`config.mk`:
```
export PLATFORM = sky130hd
export DESIGN_NAME = cwd_top
export DESIGN_NICKNAME = d
export VERILOG_FILES = /design/src/cwd_pkg.sv /design/src/cwd_prog_port.sv /design/src/cwd_reset_hold.sv /design/src/cwd_top.sv
export SDC_FILE = /design/constraint.sdc
export NUM_CORES = 1
export LEC_CHECK = 0
export ABC_CLOCK_PERIOD_IN_PS = 3100
export BUFFER_PORTS_ARGS = -buffer_cell sky130_fd_sc_hd__buf_2
export CORE_MARGIN = 2
export CORE_UTILIZATION = 55
export DETAILED_ROUTE_END_ITERATION = 10
export HOLD_SLACK_MARGIN = 0.1
export PLACE_DENSITY = 0.8
export REMOVE_ABC_BUFFERS = 1
export SYNTH_ARGS = -nofsm -noshare
export SYNTH_HDL_FRONTEND = slang
export SYNTH_HIERARCHICAL = 1
export SYNTH_SLANG_ARGS = --single-unit
```
`constraint.sdc`:
```
create_clock -name clock -period 3.1 [get_ports clock]
set_clock_uncertainty 0.1 [all_clocks]
set_input_delay 0.155 -clock clock [delete_from_list [all_inputs] [get_ports clock]]
set_output_delay 0.155 -clock clock [all_outputs]
set_load 0.05 [all_outputs]
```
`src/cwd_pkg.sv`:
```
// constants and types shared by the configuration word decoder
// assumes one clock domain at 100 MHz and a synchronous reset
package cwd_pkg;

    // ==========================================
    // addresses and layout of the configuration word
    localparam logic [13:0] CFG_WORD_ADDR = 14'h2007;
    localparam logic [13:0] TEST_SPACE_LO = 14'h2000;
    localparam logic [13:0] TEST_SPACE_HI = 14'h3fff;
    localparam logic [13:0] CFG_ERASED = 14'h3fff;
    localparam int CP_HI = 13;
    localparam int CP_LO = 4;
    localparam int POWERUP_DELAY_ENABLE_N_POS = 3;
    localparam int WATCHDOG_ENABLE_FUSE_POS = 2;
    localparam int OSC_HI = 1;
    localparam int OSC_LO = 0;
    localparam logic [9:0] CP_DISABLED = 10'h3ff;

    // ==========================================
    // timing
    localparam int CLK_PERIOD_NS = 10;
    localparam int POWERUP_DELAY_TIMER_TIME_MS = 72;
    localparam int POWERUP_DELAY_TIMER_CYCLES = POWERUP_DELAY_TIMER_TIME_MS * 1000000 / CLK_PERIOD_NS;
    localparam int OST_CYCLES = 1024;
    localparam int CNT_W = 23;
    localparam logic [CNT_W-1:0] OST_LAST = 23'h0003ff;
    localparam logic [7:0] WDT_TICK_LIMIT = 8'h12;

    // ==========================================
    // types
    typedef enum logic [1:0]
    {
        low_power_crystal_mode = 2'h0,
        crystal_resonator_mode = 2'h1,
        high_speed_crystal_mode = 2'h2,
        resistor_capacitor_mode = 2'h3
    } cwd_osc_mode_t;

    typedef struct packed
    {
        logic [9:0] code_protect_field;
        logic powerup_delay_enable_n;
        logic watchdog_enable_fuse;
        cwd_osc_mode_t osc_mode_select;
    } cwd_fuses_t;

    localparam cwd_fuses_t FUSES_ERASED = cwd_fuses_t'(CFG_ERASED);

    typedef struct packed
    {
        logic [13:0] addr;
        logic [13:0] wdata;
        logic wr;
        logic rd;
    } cwd_prog_req_t;

    typedef enum logic [4:0]
    {
        hold_start = 5'h01,
        hold_powerup_delay_timer = 5'h02,
        hold_ost = 5'h04,
        hold_run = 5'h08,
        hold_sleep = 5'h10
    } cwd_hold_state_t;

    typedef struct packed
    {
        cwd_hold_state_t st;
        logic [CNT_W-1:0] cnt;
        logic waking;
        logic core_hold;
        logic cpu_reset;
        logic sleeping;
        logic wake_pulse;
    } cwd_hold_regs_t;

    typedef struct packed
    {
        logic [13:0] word;
        logic [13:0] rdata;
        logic rvalid;
    } cwd_prog_regs_t;

endpackage

```
`src/cwd_prog_port.sv`:
```
// programmer access to the configuration word and the protected array
// assumes pmem_rdata follows req.addr within the same cycle
`timescale 1ns/10ps
module cwd_prog_port
    import cwd_pkg::*;
(
    // clock and reset
    input wire logic clock,
    input wire logic rst,
    input wire logic ce,
    // word source and protection
    input wire logic load,
    input wire logic [13:0] nv_word,
    input wire logic code_protect_on,
    // programmer side
    input wire logic prog_mode,
    input wire cwd_prog_req_t req,
    input wire logic [13:0] pmem_rdata,
    output logic [13:0] rdata,
    output logic rvalid
);

    cwd_prog_regs_t r;
    cwd_prog_regs_t next_r;
    logic in_test;

    assign in_test = (req.addr >= TEST_SPACE_LO) && (req.addr <= TEST_SPACE_HI);

    // ==========================================
    // access decode
    always_comb
    begin
        next_r = r;
        next_r.rvalid = 1'b0;
        if (load)
        begin
            next_r.word = nv_word;
        end
        else if (prog_mode && req.wr && req.addr == CFG_WORD_ADDR)
        begin
            next_r.word = req.wdata;
        end
        if (prog_mode && req.rd)
        begin
            next_r.rvalid = 1'b1;
            if (req.addr == CFG_WORD_ADDR)
                next_r.rdata = r.word;
            else if (in_test)
                next_r.rdata = 14'h0000;
            else if (code_protect_on)
                next_r.rdata = 14'h0000;
            else
                next_r.rdata = pmem_rdata;
        end
    end

    always_ff @(posedge clock)
    begin
        if (rst)
        begin
            r <= '{word: CFG_ERASED, rdata: 14'h0000, rvalid: 1'b0};
        end
        else if (ce)
        begin
            r <= next_r;
        end
    end

    assign rdata = r.rdata;
    assign rvalid = r.rvalid;
endmodule

```
`src/cwd_reset_hold.sv`:
```
// reset holding, start-up delays and sleep/wake sequencing
// assumes its inputs are synchronous to clock
`timescale 1ns/10ps
module cwd_reset_hold
    import cwd_pkg::*;
#(
    parameter int POWERUP_DELAY_TIMER_LEN = POWERUP_DELAY_TIMER_CYCLES
)
(
    // clock and reset
    input wire logic clock,
    input wire logic rst,
    input wire logic ce,
    // configuration
    input wire logic fuses_valid,
    input wire logic powerup_delay_timer_on,
    input wire logic crystal_mode,
    // reset and wake sources
    input wire logic ext_reset,
    input wire logic wdt_timeout,
    input wire logic irq_wake,
    input wire logic sleep_req,
    // status
    output logic core_hold,
    output logic cpu_reset,
    output logic sleeping,
    output logic wake_pulse
);

    localparam logic [CNT_W-1:0] POWERUP_DELAY_TIMER_LAST = CNT_W'(POWERUP_DELAY_TIMER_LEN - 1);

    cwd_hold_regs_t r;
    cwd_hold_regs_t next_r;
    logic [CNT_W-1:0] ost_len;

    // rc mode has no crystal to wait for, so the hold is one cycle
    assign ost_len = crystal_mode ? OST_LAST : '0;

    // ==========================================
    // sequencing
    always_comb
    begin
        next_r = r;
        next_r.wake_pulse = 1'b0;
        case (r.st)
            hold_start:
            begin
                if (fuses_valid)
                begin
                    next_r.st = powerup_delay_timer_on ? hold_powerup_delay_timer : hold_ost;
                    next_r.cnt = powerup_delay_timer_on ? POWERUP_DELAY_TIMER_LAST : ost_len;
                end
            end
            hold_powerup_delay_timer:
            begin
                if (r.cnt == '0)
                begin
                    next_r.st = hold_ost;
                    next_r.cnt = ost_len;
                end
                else
                    next_r.cnt = r.cnt - 1'b1;
            end
            hold_ost:
            begin
                if (ext_reset)
                    next_r.waking = 1'b0;
                if (r.cnt == '0)
                begin
                    next_r.st = hold_run;
                    next_r.waking = 1'b0;
                end
                else
                    next_r.cnt = r.cnt - 1'b1;
            end
            hold_run:
            begin
                // later resets skip the power-up delay
                if (ext_reset || wdt_timeout)
                begin
                    next_r.st = hold_ost;
                    next_r.cnt = ost_len;
                end
                else if (sleep_req)
                    next_r.st = hold_sleep;
            end
            hold_sleep:
            begin
                if (ext_reset || wdt_timeout || irq_wake)
                begin
                    next_r.st = hold_ost;
                    next_r.cnt = ost_len;
                    next_r.waking = !ext_reset;
                    next_r.wake_pulse = !ext_reset;
                end
            end
            default:
                next_r.st = hold_start;
        endcase
        next_r.core_hold = next_r.st != hold_run && next_r.st != hold_sleep;
        next_r.cpu_reset = next_r.core_hold && !next_r.waking;
        next_r.sleeping = next_r.st == hold_sleep;
    end

    always_ff @(posedge clock)
    begin
        if (rst)
        begin
            r <= '{st: hold_start, cnt: '0, waking: 1'b0, core_hold: 1'b1,
                cpu_reset: 1'b1, sleeping: 1'b0, wake_pulse: 1'b0};
        end
        else if (ce)
        begin
            r <= next_r;
        end
    end

    assign core_hold = r.core_hold;
    assign cpu_reset = r.cpu_reset;
    assign sleeping = r.sleeping;
    assign wake_pulse = r.wake_pulse;
endmodule

```
`src/cwd_top.sv`:
```
// configuration word decoder: latches the fuse word, decodes its fields,
// runs the watchdog and sequences reset holding and sleep
// assumes nv_word shows the stored word from reset onward and that
// wdt_rc_tick is a one-cycle pulse per period of the watchdog rc oscillator
`timescale 1ns/10ps
module cwd_top
    import cwd_pkg::*;
#(
    parameter int POWERUP_DELAY_TIMER_LEN = POWERUP_DELAY_TIMER_CYCLES
)
(
    // clock, reset and enable
    input wire logic clock,
    input wire logic rst,
    input wire logic ce,
    // stored configuration word
    input wire logic [13:0] nv_word,
    // programmer access
    input wire logic prog_mode,
    input wire cwd_prog_req_t prog_req,
    input wire logic [13:0] pmem_rdata,
    output logic [13:0] prog_rdata,
    output logic prog_rvalid,
    // watchdog
    input wire logic wdt_rc_tick,
    input wire logic wdt_clear,
    output logic wdt_timeout,
    // reset and wake sources
    input wire logic ext_reset,
    input wire logic irq_wake,
    input wire logic sleep_req,
    // decoded configuration
    output cwd_fuses_t fuses,
    output logic fuses_ready,
    output logic code_protect_on,
    output logic powerup_delay_timer_enabled,
    output logic wdt_enabled,
    output logic ext_clock_accept,
    output logic [3:0] osc_mode_flags,
    // core control
    output logic core_hold,
    output logic cpu_reset,
    output logic sleeping,
    output logic wake_pulse
);

    typedef struct packed
    {
        cwd_fuses_t fuses;
        logic fuse_ok;
        logic fuses_valid;
        logic code_protect_on;
        logic powerup_delay_timer_enabled;
        logic wdt_enabled;
        logic ext_clock_accept;
        logic [3:0] osc_flags;
        logic [7:0] wdt_cnt;
        logic wdt_timeout;
    } cwd_top_regs_t;

    cwd_top_regs_t r;
    cwd_top_regs_t next_r;
    cwd_fuses_t fuse_src;
    logic [3:0] mode_hit;
    logic hold_cpu_reset;

    // ==========================================
    // fuse decode
    function automatic cwd_fuses_t decode_word(input logic [13:0] w);
        cwd_fuses_t f;
        f.code_protect_field = w[CP_HI:CP_LO];
        f.powerup_delay_enable_n = w[POWERUP_DELAY_ENABLE_N_POS];
        f.watchdog_enable_fuse = w[WATCHDOG_ENABLE_FUSE_POS];
        f.osc_mode_select = cwd_osc_mode_t'(w[OSC_HI:OSC_LO]);
        return f;
    endfunction

    // the word is sampled once; later programming only takes effect
    // after the next reset, so no option can move under running code
    assign fuse_src = r.fuse_ok ? r.fuses : decode_word(nv_word);

    for (genvar m = 0; m < 4; m++)
    begin : g_mode
        assign mode_hit[m] = fuse_src.osc_mode_select == cwd_osc_mode_t'(2'(m));
    end

    // ==========================================
    // state update
    always_comb
    begin
        next_r = r;
        next_r.fuses_valid = 1'b0;
        next_r.wdt_timeout = 1'b0;
        // the first enabled cycle after reset copies the stored word
        if (!r.fuse_ok)
        begin
            next_r.fuses = fuse_src;
            next_r.fuse_ok = 1'b1;
            next_r.fuses_valid = 1'b1;
        end
        // any pattern short of all ones keeps the array locked
        next_r.code_protect_on = fuse_src.code_protect_field != CP_DISABLED;
        next_r.powerup_delay_timer_enabled = !fuse_src.powerup_delay_enable_n;
        next_r.wdt_enabled = fuse_src.watchdog_enable_fuse;
        next_r.ext_clock_accept = fuse_src.osc_mode_select != resistor_capacitor_mode;
        next_r.osc_flags = mode_hit;

        // watchdog: there is deliberately no run-time disable input
        if (!r.wdt_enabled || wdt_clear || hold_cpu_reset)
        begin
            next_r.wdt_cnt = 8'h00;
        end
        else if (wdt_rc_tick)
        begin
            if (r.wdt_cnt == WDT_TICK_LIMIT)
            begin
                next_r.wdt_cnt = 8'h00;
                next_r.wdt_timeout = 1'b1;
            end
            else
            begin
                next_r.wdt_cnt = r.wdt_cnt + 8'h01;
            end
        end
    end

    // before the word is read every option sits on its safe, locked side
    always_ff @(posedge clock)
    begin
        if (rst)
        begin
            r.fuses <= FUSES_ERASED;
            r.fuse_ok <= 1'b0;
            r.fuses_valid <= 1'b0;
            r.code_protect_on <= 1'b1;
            r.powerup_delay_timer_enabled <= 1'b0;
            r.wdt_enabled <= 1'b0;
            r.ext_clock_accept <= 1'b0;
            r.osc_flags <= 4'h0;
            r.wdt_cnt <= 8'h00;
            r.wdt_timeout <= 1'b0;
        end
        else if (ce)
        begin
            r <= next_r;
        end
    end

    // ==========================================
    // submodules
    cwd_prog_port u_prog
    (
        .clock(clock),
        .rst(rst),
        .ce(ce),
        .load(!r.fuse_ok),
        .nv_word(nv_word),
        .code_protect_on(r.code_protect_on),
        .prog_mode(prog_mode),
        .req(prog_req),
        .pmem_rdata(pmem_rdata),
        .rdata(prog_rdata),
        .rvalid(prog_rvalid)
    );

    // the sequencer sees registered flags, which settle on the same edge
    // that registers its start strobe
    cwd_reset_hold #(
        .POWERUP_DELAY_TIMER_LEN(POWERUP_DELAY_TIMER_LEN)
    ) u_hold
    (
        .clock(clock),
        .rst(rst),
        .ce(ce),
        .fuses_valid(r.fuses_valid),
        .powerup_delay_timer_on(r.powerup_delay_timer_enabled),
        .crystal_mode(r.ext_clock_accept),
        .ext_reset(ext_reset),
        .wdt_timeout(r.wdt_timeout),
        .irq_wake(irq_wake),
        .sleep_req(sleep_req),
        .core_hold(core_hold),
        .cpu_reset(hold_cpu_reset),
        .sleeping(sleeping),
        .wake_pulse(wake_pulse)
    );

    // ==========================================
    // outputs
    // every output is a register here or in a submodule
    assign cpu_reset = hold_cpu_reset;
    assign fuses = r.fuses;
    assign fuses_ready = r.fuse_ok;
    assign code_protect_on = r.code_protect_on;
    assign powerup_delay_timer_enabled = r.powerup_delay_timer_enabled;
    assign wdt_enabled = r.wdt_enabled;
    assign ext_clock_accept = r.ext_clock_accept;
    assign osc_mode_flags = r.osc_flags;
    assign wdt_timeout = r.wdt_timeout;
endmodule
```
==> out/qor.tcl <==
set qor(flip_flop_cell_with_the_highest_count_after_synthesis) {sky130_fd_sc_hd__dfxtp_1}
set qor(num_rows) 35
set qor(first_pass_iters) 6
set qor(worstPathMaxFanout) 7
set qor(ir_drop_v) 0.000323
set qor(worst_slew_pin_tran_ns) 0.894
set qor(area_of_the_multi_input_gates_mm2) 0.00290
set qor(cts_made_buffers) 9
set qor(filler_cell_count) 753
set qor(synth_top_area_share_pct) 36.0
set qor(reg2reg_setup_slack_ns) 0.14
set qor(timing.slew.headroom_pct) 40.2
set qor(nets) 794
set qor(count_of_flip_flops_with_a_built_in_enable_after_synthesis) 0
set qor(clkSlewWorstSetupHoldPaths_ns) 0.12
set qor(final_layout_size_suffix_gt1_share_pct) 24.0
set qor(clk_latency_ns) 0.38
set qor(final_period_minus_worst_setup_slack_ns) 2.96
set qor(critical_path_required_ns) 3.25
set qor(critical_path.top_delay_family) {simple AND/OR/NAND/NOR gates}
set qor(finalInstanceArea_mm2) 0.00620
set qor(maxCapViolations) 0
set qor(place_area_mm2) 0.00567
set qor(min-delay-path-class) {in -> reg}
set qor(fin_crit_sh_pct) 95.6
set qor(port_buffers) 109
set qor(worst-setup-path-type) {reg -> reg}
set qor(yosys_register_bits) 95
set qor(number_of_antenna_violations_at_the_first_check_in_global_routing) 0
set qor(wire_per_inst_um) 16.9
set qor(max_freq_mhz) 337
set qor(power-per-cell-area_mw_per_mm2) 478
set qor(yosys-top-cells-area) {sky130_fd_sc_hd__dfxtp_1 (36%), sky130_fd_sc_hd__a21oi_1 (5.9%), sky130_fd_sc_hd__nor2_1 (5.1%)}
set qor(critical_path.endpoint_type) {flop}
set qor(first_pass_grt_wire_length_um) 23300
set qor(diodes) 0
set qor(delay_of_the_slowest_cell_on_the_worst_path_ns) 0.61
set qor(setup_viol_count_final) 0
set qor(ctsHtreeMaxLevel) 3
set qor(synthDistinctLibCells) 67
set qor(ys_seq_area_share_pct) 36.0
set qor(boundaryPins) 110
set qor(core_area_mm2) 0.00928
set qor(cts_max_path_buffers) 2
set qor(worstSetupStartpointType) {flop}
set qor(drc) 0
set qor(synthesis.area_mm2) 0.00529
set qor(critPathBufInv) 1
set qor(layout.area.seq_mm2) 0.00190
set qor(yosys.area.top_type) {sky130_fd_sc_hd__dfxtp_1}
set qor(vias_in_the_first_global_route) 5078
set qor(post_cts.repair.setup_buffers) 0
set qor(synth_warn) 6
set qor(start_util_pct) 57.0
set qor(clock_tree.root_cell) {sky130_fd_sc_hd__clkbuf_8}
set qor(cts_tree) {done}
set qor(floorplan.die.width_um) 102
set qor(timing.critical_path.slowest_stage_cell) {sky130_fd_sc_hd__or4b_4}
set qor(rsz0062_at_grt) {false}
set qor(static-leakage-power_nw) 2.64
set qor(avgViaCountPerCell) 6.06
set qor(clock_tree_sinks) 95
set qor(postSynthAreaPerCell_um2) 8.39
set qor(outcome) {finished, final reports clean}
set qor(route.vias.total) 5202
set qor(globalplace.congestion) 0.915
set qor(area_delta_synth_final_pct) 17.3
set qor(grt_overflow) 0
set qor(drt-initial-drc-count) 379
set qor(tns_ns) 0
set qor(postSynth.asyncResetShare_pct) 0
set qor(crit_chain) {or4_1, or4b_4, or2_4, o2111ai_4, buf_4, nor3_1, a2111oi_1}
set qor(grtUsageTotal_pct) 27.7
set qor(cp_data_arrival_time_ns) 3.11
set qor(wirelength_um) 14500
set qor(number_of_cells_after_detailed_placement) 810
set qor(maxSlewViolCount) 0
set qor(drt.antenna.violating_nets) 0
set qor(dieHeight_um) 102
set qor(stdcell_count) 858
set qor(fp.dieArea_mm2) 0.0104
set qor(finalHoldViolations) 0
set qor(post_synth_inst_count) 630
set qor(dp.final_hpwl_um) 9860
set qor(grt_max_degree) 41
==> cells in the mapped netlist, types with 15 or more instances <==
cell type,n
sky130_fd_sc_hd__a211o_1,17
sky130_fd_sc_hd__a21oi_1,62
sky130_fd_sc_hd__a221oi_1,15
sky130_fd_sc_hd__buf_4,33
sky130_fd_sc_hd__clkbuf_1,29
sky130_fd_sc_hd__dfxtp_1,95
sky130_fd_sc_hd__mux2i_1,16
sky130_fd_sc_hd__nand2_1,15
sky130_fd_sc_hd__nand3_1,18
sky130_fd_sc_hd__nor2_1,72
sky130_fd_sc_hd__nor2b_1,15
sky130_fd_sc_hd__nor3_1,39
sky130_fd_sc_hd__o21ai_0,18
sky130_fd_sc_hd__o21bai_1,17
==> path summary, 6_finish.rpt <==
path              cells after the start                 to               from
hold reg to reg                       2  osc_mode_flags[1]  osc_mode_flags[1]
hold / removal                        4       u_prog/r[26]       prog_req[13]
setup / recovery                      7       u_hold/r[11]       u_hold/r[17]
setup reg to reg                      7       u_hold/r[11]       u_hold/r[17]
==> logic make-up after synthesis <==
group           count (synthesis)  share of synthesized area (%)
simple gates                  242                           25.8
compound gates                180                           23.9
flops                          95                           36.0
buf+inv                        88                           9.49
mux                            18                           3.45
xor+xnor                        4                          0.663
fa+ha+maj                       3                          0.710
==> sequential cells by signal, summed over array words and instances (netlist names) <==
name / flops
u_hold/r: 29
fuses: 14
u_prog/r: 14
u_prog/rdata: 14
r: 9
osc_mode_flags: 4
code_protect_on: 1
ext_clock_accept: 1
fuses_ready: 1
powerup_delay_timer_enabled: 1
u_hold/core_hold: 1
u_hold/cpu_reset: 1
u_hold/sleeping: 1
u_hold/wake_pulse: 1
u_prog/rvalid: 1
wdt_enabled: 1
wdt_timeout: 1
==> worst min-delay path: stages <==
cell	delay [ns]
sky130_fd_sc_hd__buf_2	0.08
sky130_fd_sc_hd__mux2i_1	0.05
sky130_fd_sc_hd__and3_1	0.17
sky130_fd_sc_hd__o21bai_1	0.12
==> per-stage QoR <==
stage / hold WS, ns / setup WS (ns) / power [mW] / utilization (%)
5_1_grt: 0.138 / 0.00459 / 3.09 / 66.8
3_3_place_gp: 0.297 / 0.263 / 2.08 / 61.0
2_1_floorplan: 0.124 / -0.0468 / 1.86 / -
3_5_place_dp: 0.299 / 0.186 / 2.10 / 61.0
4_1_cts: 0.114 / 0.141 / 2.94 / 66.6
6_report: 0.131 / 0.137 / 2.97 / 66.8
==> power breakdown <==
group          leakage, nW  switching, mW  internal, mW  total, mW
sequential           0.778         0.0656          1.29       1.35
clock                0.102          0.498         0.335      0.834
combinational         1.76          0.488         0.293      0.781
total                 2.64           1.05          1.91       2.97
==> cell type report <==
cell class,instances,area share [%]
Clock buffer,10,2.22
Sequential cell,95,30.7
Tap cell,129,2.60
Inverter,14,0.847
Clock inverter,6,1.01
Timing Repair Buffer,157,15.9
Multi-Input combinational cell,447,46.8
==> repair_timing <==
item / in CTS / in global routing
hold buffers: 32 / 0
hold endpoints to repair: 36 / 0
resized for setup: 0 / 3
setup endpoints to repair: 0 / 3
==> cells in the final DEF (no fill, tap or decap), types with 5 or more instances in the layout <==
cell and count:
sky130_fd_sc_hd__a211o_1 17, sky130_fd_sc_hd__a211oi_1 13, sky130_fd_sc_hd__a21oi_1 62, sky130_fd_sc_hd__a221oi_1 15, sky130_fd_sc_hd__a31oi_1 5, sky130_fd_sc_hd__and3_1 10, sky130_fd_sc_hd__and3_2 8, sky130_fd_sc_hd__buf_2 109
sky130_fd_sc_hd__buf_4 16, sky130_fd_sc_hd__clkbuf_8 10, sky130_fd_sc_hd__dfxtp_1 95, sky130_fd_sc_hd__dlygate4sd3_1 32, sky130_fd_sc_hd__inv_1 13, sky130_fd_sc_hd__mux2i_1 16, sky130_fd_sc_hd__nand2_1 15, sky130_fd_sc_hd__nand2b_1 10
sky130_fd_sc_hd__nand3_1 18, sky130_fd_sc_hd__nand4_1 5, sky130_fd_sc_hd__nor2_1 71, sky130_fd_sc_hd__nor2b_1 15, sky130_fd_sc_hd__nor3_1 39, sky130_fd_sc_hd__o21ai_0 18, sky130_fd_sc_hd__o21bai_1 17, sky130_fd_sc_hd__or3_1 11
sky130_fd_sc_hd__or4_1 8
==> routing by layer <==
layer | up-vias | global-route usage, % | wire length [µm] | part of all wire, %
met5 | - | 0 | 0 | 0
met4 | 0 | 10.4 | 289 | 2.0
met3 | 30 | 5.54 | 951 | 6.5
met2 | 215 | 49.0 | 7300 | 50
met1 | 2462 | 33.1 | 5990 | 41
li1 | 2495 | - | - | -
(Power assumes the default switching activity.)
